$ cat src/emsd_defs.svh
`ifndef EMSD_DEFS_SVH
`define EMSD_DEFS_SVH

`define EMSD_ADDR_W        24
`define EMSD_NUM_CHAN      3
`define EMSD_CH0_LO_RST    24'h1F2000
`define EMSD_CH0_HI_RST    24'h1F20FF
`define EMSD_CHX_LO_RST    24'h000000
`define EMSD_CHX_HI_RST    24'h000000
`define EMSD_WAIT_RST      2'h3
`define EMSD_WIDTH16_RST   1'h1
`define EMSD_FLASH_LO      24'hFC0000
`define EMSD_FLASH_HI      24'hFFFFFF
`define EMSD_DEFAULT_CHAN  2'h2
`define EMSD_STRAP_SETTLE  2'h3

`endif

$ cat src/emsd_pkg.sv
`include "emsd_defs.svh"

package emsd_pkg;
  typedef logic [`EMSD_ADDR_W-1:0] emsd_addr_t;
  typedef logic [1:0]              emsd_chan_t;
  typedef logic [1:0]              emsd_wait_t;
endpackage

$ cat src/emsd_sync.sv
`timescale 1ns/1ns

// Three-stage pin synchroniser; stable when the last two stages agree
module emsd_sync (
  input  wire logic clk_in,
  input  wire logic reset_in,
  input  wire logic pin_in,
  output logic      level_out,
  output logic      stable_out
);
  logic s1_reg;
  logic s2_reg;
  logic s3_reg;

  always_ff @(posedge clk_in or posedge reset_in) begin
    if (reset_in) begin
      s1_reg <= 1'h0;
      s2_reg <= 1'h0;
      s3_reg <= 1'h0;
    end else begin
      s1_reg <= pin_in;
      s2_reg <= s1_reg;
      s3_reg <= s2_reg;
    end
  end

  assign level_out  = s3_reg;
  assign stable_out = (s2_reg == s3_reg);
endmodule

$ cat src/emsd_decode.sv
`timescale 1ns/1ns
`include "emsd_defs.svh"

// Contract
// Each channel whose range holds the external address drives its select low.
// Address in no range asserts no select and uses channel two bus settings.
// After reset channel zero covers 1F2000-1F20FF, others disabled.
// Flash region FC0000-FFFFFF is internal if strap high, external if low.
// Outside the flash region the strap level is ignored.
// Strap captured once at reset release and held until the next reset.
module emsd_decode
  import emsd_pkg::*;
(
  input  wire logic       clk_in,
  input  wire logic       reset_in,
  input  wire logic       flash_region_external_strap_n_in,
  input  wire logic       access_valid_in,
  input  wire emsd_addr_t access_addr_in,
  input  wire logic       cfg_write_in,
  input  wire emsd_chan_t cfg_chan_in,
  input  wire logic       cfg_enable_in,
  input  wire emsd_addr_t cfg_lo_in,
  input  wire emsd_addr_t cfg_hi_in,
  input  wire emsd_wait_t cfg_wait_in,
  input  wire logic       cfg_width16_in,
  output logic            ready_out,
  output logic [2:0]      select_lines_n_out,
  output logic            cycle_external_out,
  output logic            cycle_internal_flash_out,
  output emsd_wait_t      cycle_wait_out,
  output logic            cycle_width16_out
);
  logic            chan_en_reg   [`EMSD_NUM_CHAN];
  emsd_addr_t      chan_lo_reg   [`EMSD_NUM_CHAN];
  emsd_addr_t      chan_hi_reg   [`EMSD_NUM_CHAN];
  emsd_wait_t      chan_wait_reg [`EMSD_NUM_CHAN];
  logic            chan_w16_reg  [`EMSD_NUM_CHAN];
  logic            strap_reg;
  logic            latched_reg;
  logic [1:0]      settle_reg;
  logic            ready_reg;
  logic [2:0]      sel_n_reg;
  logic            ext_reg;
  logic            intf_reg;
  emsd_wait_t      wait_reg;
  logic            w16_reg;
  logic            strap_level;
  logic            strap_stable;
  logic [2:0]      hit;
  logic            in_flash;
  logic            go_internal;
  logic            go_external;
  emsd_chan_t      cfg_sel;

  function automatic logic in_range(input emsd_addr_t a,
                                    input emsd_addr_t lo,
                                    input emsd_addr_t hi,
                                    input logic       en);
    in_range = en && (a >= lo) && (a <= hi);
  endfunction

  emsd_sync u_strap_sync (
    .clk_in     (clk_in),
    .reset_in   (reset_in),
    .pin_in     (flash_region_external_strap_n_in),
    .level_out  (strap_level),
    .stable_out (strap_stable)
  );

  // Capture once the chain has filled and settled, then freeze
  always_ff @(posedge clk_in or posedge reset_in) begin
    if (reset_in) begin
      settle_reg  <= 2'h0;
      latched_reg <= 1'h0;
      strap_reg   <= 1'h1;
    end else if (!latched_reg) begin
      if (settle_reg != `EMSD_STRAP_SETTLE) begin
        settle_reg <= settle_reg + 2'h1;
      end else if (strap_stable) begin
        latched_reg <= 1'h1;
        strap_reg   <= strap_level;
      end
    end
  end

  assign in_flash = (access_addr_in >= `EMSD_FLASH_LO) &&
                    (access_addr_in <= `EMSD_FLASH_HI);
  // Strap only matters inside the flash window
  assign go_internal = in_flash && strap_reg;
  assign go_external = access_valid_in && latched_reg && !go_internal;

  genvar g;
  generate
    for (g = 0; g < `EMSD_NUM_CHAN; g++) begin : g_hit
      assign hit[g] = in_range(access_addr_in, chan_lo_reg[g],
                               chan_hi_reg[g], chan_en_reg[g]);
    end
  endgenerate

  // Overlaps: lowest channel supplies bus settings; a miss uses channel two
  assign cfg_sel = hit[0] ? 2'h0 :
                   hit[1] ? 2'h1 : `EMSD_DEFAULT_CHAN;

  always_ff @(posedge clk_in or posedge reset_in) begin
    if (reset_in) begin
      for (int i = 0; i < `EMSD_NUM_CHAN; i++) begin
        chan_en_reg[i]   <= (i == 0);
        chan_lo_reg[i]   <= (i == 0) ? `EMSD_CH0_LO_RST
                                     : `EMSD_CHX_LO_RST;
        chan_hi_reg[i]   <= (i == 0) ? `EMSD_CH0_HI_RST
                                     : `EMSD_CHX_HI_RST;
        chan_wait_reg[i] <= `EMSD_WAIT_RST;
        chan_w16_reg[i]  <= `EMSD_WIDTH16_RST;
      end
    end else if (cfg_write_in && cfg_chan_in != 2'h3) begin
      chan_en_reg[cfg_chan_in]   <= cfg_enable_in;
      chan_lo_reg[cfg_chan_in]   <= cfg_lo_in;
      chan_hi_reg[cfg_chan_in]   <= cfg_hi_in;
      chan_wait_reg[cfg_chan_in] <= cfg_wait_in;
      chan_w16_reg[cfg_chan_in]  <= cfg_width16_in;
    end
  end

  always_ff @(posedge clk_in or posedge reset_in) begin
    if (reset_in) begin
      ready_reg <= 1'h0;
      sel_n_reg <= 3'h7;
      ext_reg   <= 1'h0;
      intf_reg  <= 1'h0;
      wait_reg  <= `EMSD_WAIT_RST;
      w16_reg   <= `EMSD_WIDTH16_RST;
    end else begin
      ready_reg <= latched_reg;
      sel_n_reg <= go_external ? ~hit : 3'h7;
      ext_reg   <= go_external;
      intf_reg  <= access_valid_in && latched_reg && go_internal;
      wait_reg  <= chan_wait_reg[cfg_sel];
      w16_reg   <= chan_w16_reg[cfg_sel];
    end
  end

  assign ready_out                = ready_reg;
  assign select_lines_n_out       = sel_n_reg;
  assign cycle_external_out       = ext_reg;
  assign cycle_internal_flash_out = intf_reg;
  assign cycle_wait_out           = wait_reg;
  assign cycle_width16_out        = w16_reg;
endmodule

$ cat config.mk
export PLATFORM = sky130hd
export DESIGN_NAME = emsd_decode
export DESIGN_NICKNAME = d
export VERILOG_FILES = /design/src/emsd_pkg.sv /design/src/emsd_sync.sv /design/src/emsd_decode.sv
export VERILOG_INCLUDE_DIRS = /design/src /design/src/src
export SDC_FILE = /design/constraint.sdc
export NUM_CORES = 1
export LEC_CHECK = 0
export ABC_AREA = 0
export BUFFER_PORTS_ARGS = -buffer_cell sky130_fd_sc_hd__buf_2
export CAP_MARGIN = 30
export CORE_UTILIZATION = 45
export DETAILED_ROUTE_END_ITERATION = 12
export GPL_TIMING_DRIVEN = 0
export PLACE_DENSITY = 0.76
export SYNTH_ARGS = -nofsm -noshare
export SYNTH_HDL_FRONTEND = slang
export SYNTH_SLANG_ARGS = --single-unit
$ cat constraint.sdc
create_clock -name clk_in -period 6.2 [get_ports clk_in]
set_clock_uncertainty 0.1 [all_clocks]
set_input_delay 1.55 -clock clk_in [delete_from_list [all_inputs] [get_ports clk_in]]
set_output_delay 1.55 -clock clk_in [all_outputs]
set_load 0.1 [all_outputs]
Yosys cells after proc, flatten, opt, wreduce, memory -nomap -nowiden
Cells that the tools add are included.

operators by class
  reduce and logical (&&, ||, !) cells = 16
  div/mod/pow operators = 0
  order comparisons = 11
  shift-type cells = 0
  equal/unequal tests = 3
  bitwise operators = 5
  multiply operators = 0
  add/sub/neg operators = 1
  multiplexer cells = 23

operators by type and width
  operator                                                    number
  bitwise mux 72 bit                                          2
  greater-or-equal comparator 24 bit                          3
  <= comparator 24 bit                                        3
  demux 24 bit (select 2 bit)                                 1
  greater-or-equal comparator 24 bit, second input constant   1
  <= comparator 24 bit, second input constant                 1
  two-way mux 24 bit                                          1
  logical AND 1 bit                                           13
  two-way mux 2 bit                                           5
  bitwise mux 3 bit                                           2
  bitwise mux 6 bit                                           1
  greater-or-equal comparator 3 bit, second input constant    2
  two-way mux 1 bit                                           6
  NOT 2 -> 3 bit                                              2
  binary-select mux 2 bit (select 2 bit)                      1
  demux 2 bit (select 2 bit)                                  1
  != test 2 bit, second input constant                        2
  less-than comparator 3 x 1 -> 1 bit, second input constant  1
  two-way mux 3 bit                                           1
  NOT 3 bit                                                   1
  AND reduction 3 bit                                         1
  adder 2 x 1 -> 2 bit, second input constant                 1
  binary-select mux 1 bit (select 2 bit)                      1
  demux 1 bit (select 2 bit)                                  1
  other kinds (4)                                             5

storage, ports and cells
  input bits = 83
  register bits after elaboration = 172
  bits in latches = 0
  output and inout bits = 9
  bits in writable memories = 0
  memory bits (read-only) = 0
  memories kept = 0
  logic and storage cells = 86

Longest topological paths before layout
  depth in word-level cells = 9
  depth in mapped cells = 10
  depth with buffers taken out = 10

By module
Synthesis repeated with hierarchy kept, for this count alone.

second synthesis, totals
  cell total of the unflattened synthesis = 916
  area, all modules = 9826.9 µm²

by module, submodules not included
  module       area an instance (µm²)  sequential area each (µm²)  times used  cells each
  emsd_decode  9739.3                  4275.4                      1           911
  emsd_sync    87.6                    75.1                        1           5

Worst setup path before layout
No wires, ideal clock.

  path kind = input -> register
  from = input access_addr_in[13]
  to = register wait_reg[0] (netlist: cycle_wait_out[0])
  path slack = 2573 ps
  buffers on the path = 0
  cell stages on the path = 9
  required time = 6018 ps
  arrival = 3445 ps
  setup time = 82 ps
  cell sequence = ha_1 -> a21o_1 -> nand3_1 -> a211oi_1 -> a2111oi_0 -> a22o_1 -> o311a_4 -> mux2_4 -> mux2_2

between the ends
  longest elaborated chain between the ends = 9
  elaborated cells between the ends (all ways) = 14
  classes of those cells = order compare (4); mux (5); bitwise (1); reduce/logical (4)

RTL lines
  item                                                       RTL line            source
  start: declaration                                         emsd_decode.sv:18   input wire emsd_addr_t access_addr_in,
  greater-or-equal comparator 24 bit                         emsd_decode.sv:59   in_range = en && (a >= lo) && (a <= hi);
  logical AND 1 bit (2 in series)                            emsd_decode.sv:59
  two-way mux 2 bit (no source line)                         -
  two-way mux 2 bit (no source line) (*)                     -
  NOT 2 -> 3 bit (not written as such) (*)                   emsd_decode.sv:137  wait_reg <= chan_wait_reg[cfg_sel];
  binary-select mux 2 bit (select 2 bit) (*)                 emsd_decode.sv:137
  two-way mux 2 bit (not written as such) (*) (2 in series)  emsd_decode.sv:137
  end signal: assignment                                     emsd_decode.sv:130  wait_reg <= `EMSD_WAIT_RST;
  end signal: assignment                                     emsd_decode.sv:137
  end: declaration                                           emsd_decode.sv:45   emsd_wait_t wait_reg;

Mark *: on every way between the ends. The rest lies on a longest branch, timed or not. The select of a mux whose other input is x is not followed.
A chain may end at the register's enable or synchronous reset.

Worst setup path in the final report
  from = input access_addr_in[23]
  to = register wait_reg[1] (netlist: cycle_wait_out[1])

The elaborated chain is that of the path after synthesis.

==> metrics.log <==
INFO  metric status = completed
INFO  metric first_iter_violations = 331
INFO  metric synth_compound_area_frac = 0.101
INFO  metric cts.reportedPaths.clkPinSlew = 60 ps
INFO  metric critical_path.startpoint_type = input port
INFO  metric final_hold_viol_count = 0
INFO  metric avgViaCountPerCell = 5.47
INFO  metric floorplan.die.width = 150 µm
INFO  metric dp_hpwl = 18500 µm
INFO  metric timing_max_transition_violations_final = 0
INFO  metric highest_layer = met4
INFO  metric met3_wirelength = 1160 µm
INFO  metric floorplan.core_area = ~21000 µm²
INFO  metric overflow = 0
INFO  metric ctsResizeCount = 0
INFO  metric numCtsBuffers = 17
INFO  metric setup_total_negative_slack = 0 ps
INFO  metric synthesized_netlist_net_count = around 1.2k
INFO  metric tritoncts = yes
INFO  metric synthesis.instances = 922
INFO  metric final_util = 0.533
INFO  metric cts.sink_count = 172
INFO  metric path_class = input port to flop
INFO  metric clock_tree.root_cell = clkbuf_16
INFO  metric clockBufferDepth = 2
INFO  metric timing.critical_path.to_type = flop
INFO  metric route.vias.total = 7252
INFO  metric synth_simple_gate_area_share = 0.0774
INFO  metric yosysSeqAreaShare = 0.440
INFO  metric floorplan.initialDensity = 0.465
INFO  metric synthesis.area = 9890 µm²
INFO  metric place_congestion = ~0.9
INFO  metric grt_pass1_wl = 39000 µm
INFO  metric post_drt_wl_per_cell = 18.2 µm
INFO  metric number_of_top_level_pins = between 90 and 100
INFO  metric detail_route.wirelength = 24100 µm
INFO  metric min_period = 4050 ps
INFO  metric number_of_antenna_violations_at_the_first_check_in_global_routing = 0
INFO  metric fin_hold_ws = 258 ps
INFO  metric cts_htree_levels = 4
INFO  metric n_antenna_cell = 0
INFO  metric worst-slew-pin-transition = 866 ps
INFO  metric synth_warn = 0
INFO  metric synth_top_flop_cell = dfrtp_1
INFO  metric postSynthAreaPerCell = 10.7 µm²
INFO  metric worst_ep_required_time = 6460 ps
INFO  metric synthXorXnorAreaFrac = 0.00177
INFO  metric wl_met1 = 10600 µm
INFO  metric synth-async-reset-ratio = 1.00
INFO  metric post_cts_hold_buffer_count = 0
INFO  metric timing.max_cap.violations = 0
INFO  metric crit_arrival = approximately 4300 ps
INFO  metric total_leakage_power = 0.00552 µW
INFO  metric grt_pass1_vias = 7597
INFO  metric wl_met2 = 11800 µm
INFO  metric nets = 1265
INFO  metric worst_skew_pair_later_pin_latency = 440 ps
INFO  metric synth.ff_latch_count = ~170
INFO  metric grt.total_usage = 0.231
INFO  metric max_clock_freq = 247 MHz
INFO  metric die_y = 150 µm
INFO  metric buffer_ports.inserted = around 90
INFO  metric r2r_slack = about 3000 ps
INFO  metric largest_family_of_logic_cells_by_synthesized_area = adder cells
INFO  metric rsz_0062_raised_after_global_routing = false
INFO  metric grt_max_degree = between 40 and 50
INFO  metric synth_enable_flop_cells = 0
INFO  metric synth_mux_area_frac = 0.134
INFO  metric drc_errors = 0
INFO  metric fp.dieArea = 22600 µm²
INFO  metric syn_to_final_growth = 14.7%
INFO  metric setup_violations = 0
INFO  metric detailed_routing_iterations_pass_1 = 5
INFO  metric synth_fa_ha_area_frac = 0.183
INFO  metric power.density = 298 nW/µm²
INFO  metric post_route_cells_drive_above_1_share = 0.275
INFO  metric number_of_setup_buffers_added_after_cts = 0
INFO  metric crit_fanout = 7
INFO  metric timing.final.crit_share = 0.653
INFO  metric vdd_drop_max = between 0.15 and 0.2 mV
INFO  metric layout.cells.most_common = ha_1
INFO  metric timing.max_slew.rel_slack = 0.421
INFO  metric num_rows = 53
INFO  metric ant_nets = 0
INFO  metric layout.cells.most_common_list = ha_1, inv_1, dfrtp_1
INFO  metric min_path_type = flop to flop
INFO  metric yosys.cell_types.count = 43
==> through the flow <==
stage	setup WS, ps	instances	cell area [µm²]	power, µW
after floorplan	2380	922	9890	2090
after global placement	1270	1288	10700	2300
after detailed placement	1710	1293	10800	2360
after CTS	2150	1325	11300	3400
after global routing	2040	1325	11300	3580
final	2150	1325	11300	3380
==> area by class of cell <==
type | instances | area (µm²)
Tap cell | 275 | 344
Buffer | 20 | 75.1
Multi-Input combinational cell | 588 | 4930
Sequential cell | 172 | 4350
Inverter | 142 | 537
Clock buffer | 21 | 470
Timing Repair Buffer | 96 | 541
Clock inverter | 11 | 93.8
Fill cell | 1877 | 9950
==> power by group <==
part	switching [µW]	internal [µW]	leakage (µW)
Combinational	519	394	0.00326
Clock	453	581	0.000271
Sequential	86.7	1350	0.00199
Total	1060	2320	0.00552
==> critical path, cell delays in order <==
cell	delay [ps]
buf_2	160
ha_1	340
nand4_1	270
nor4_1	630
o21ai_0	230
a21oi_2	260
o311a_4	280
mux2_4	300
mux2_2	270
==> metal layers <==
| metal | global-route usage | vias up |
|---|---|---|
| met3 | 0.0473 | 49 |
| met5 | 0 | - |
| met1 | 0.288 | 3579 |
| met4 | 0.0884 | 0 |
| li1 | - | 3437 |
| met2 | 0.392 | 187 |
==> worst paths after layout <==
check,from,to,depth (start not counted)
min in group asynchronous,reset_in,chan_lo_reg[59],2
max in group asynchronous,reset_in,cycle_width16_out,4
max,access_addr_in[23],cycle_wait_out[1],9
min reg2reg,u_strap_sync.s1_reg,u_strap_sync.s2_reg,0
min,u_strap_sync.s1_reg,u_strap_sync.s2_reg,0
max reg2reg,chan_lo_reg[47],cycle_wait_out[1],9
==> synthesized netlist by cell type (all sizes together), types with 2 or more instances <==
library cell / instances / area [µm²]
a2111oi: 3 / 45.1
a211oi: 5 / 37.5
a21boi: 3 / 22.5
a21o: 19 / 143
a21oi: 50 / 258
and3: 2 / 12.5
clkbuf: 20 / 75.1
dfrtp: 135 / 3380
dfstp: 37 / 972
ha: 145 / 1810
inv: 142 / 533
mux2: 117 / 1330
nand2: 68 / 258
nand2b: 3 / 18.8
nand3: 14 / 70.1
nand3b: 3 / 22.5
nand4: 27 / 175
nor2: 19 / 71.3
nor2b: 8 / 50.1
nor3: 6 / 30.0
nor4: 7 / 50.1
o211ai: 4 / 30.0
o21ai: 68 / 340
o311ai: 2 / 17.5
o31ai: 4 / 30.0
==> cell families after synthesis <==
family                   after synthesis
buffers and inverters                162
AND/OR/NAND/NOR                      158
flip-flops                           172
adder cells (fa/ha/maj)              145
XOR/XNOR                               2
multiplexers                         117
AO/OA/AOI/OAI                        166
(Power assumes the default switching activity.)
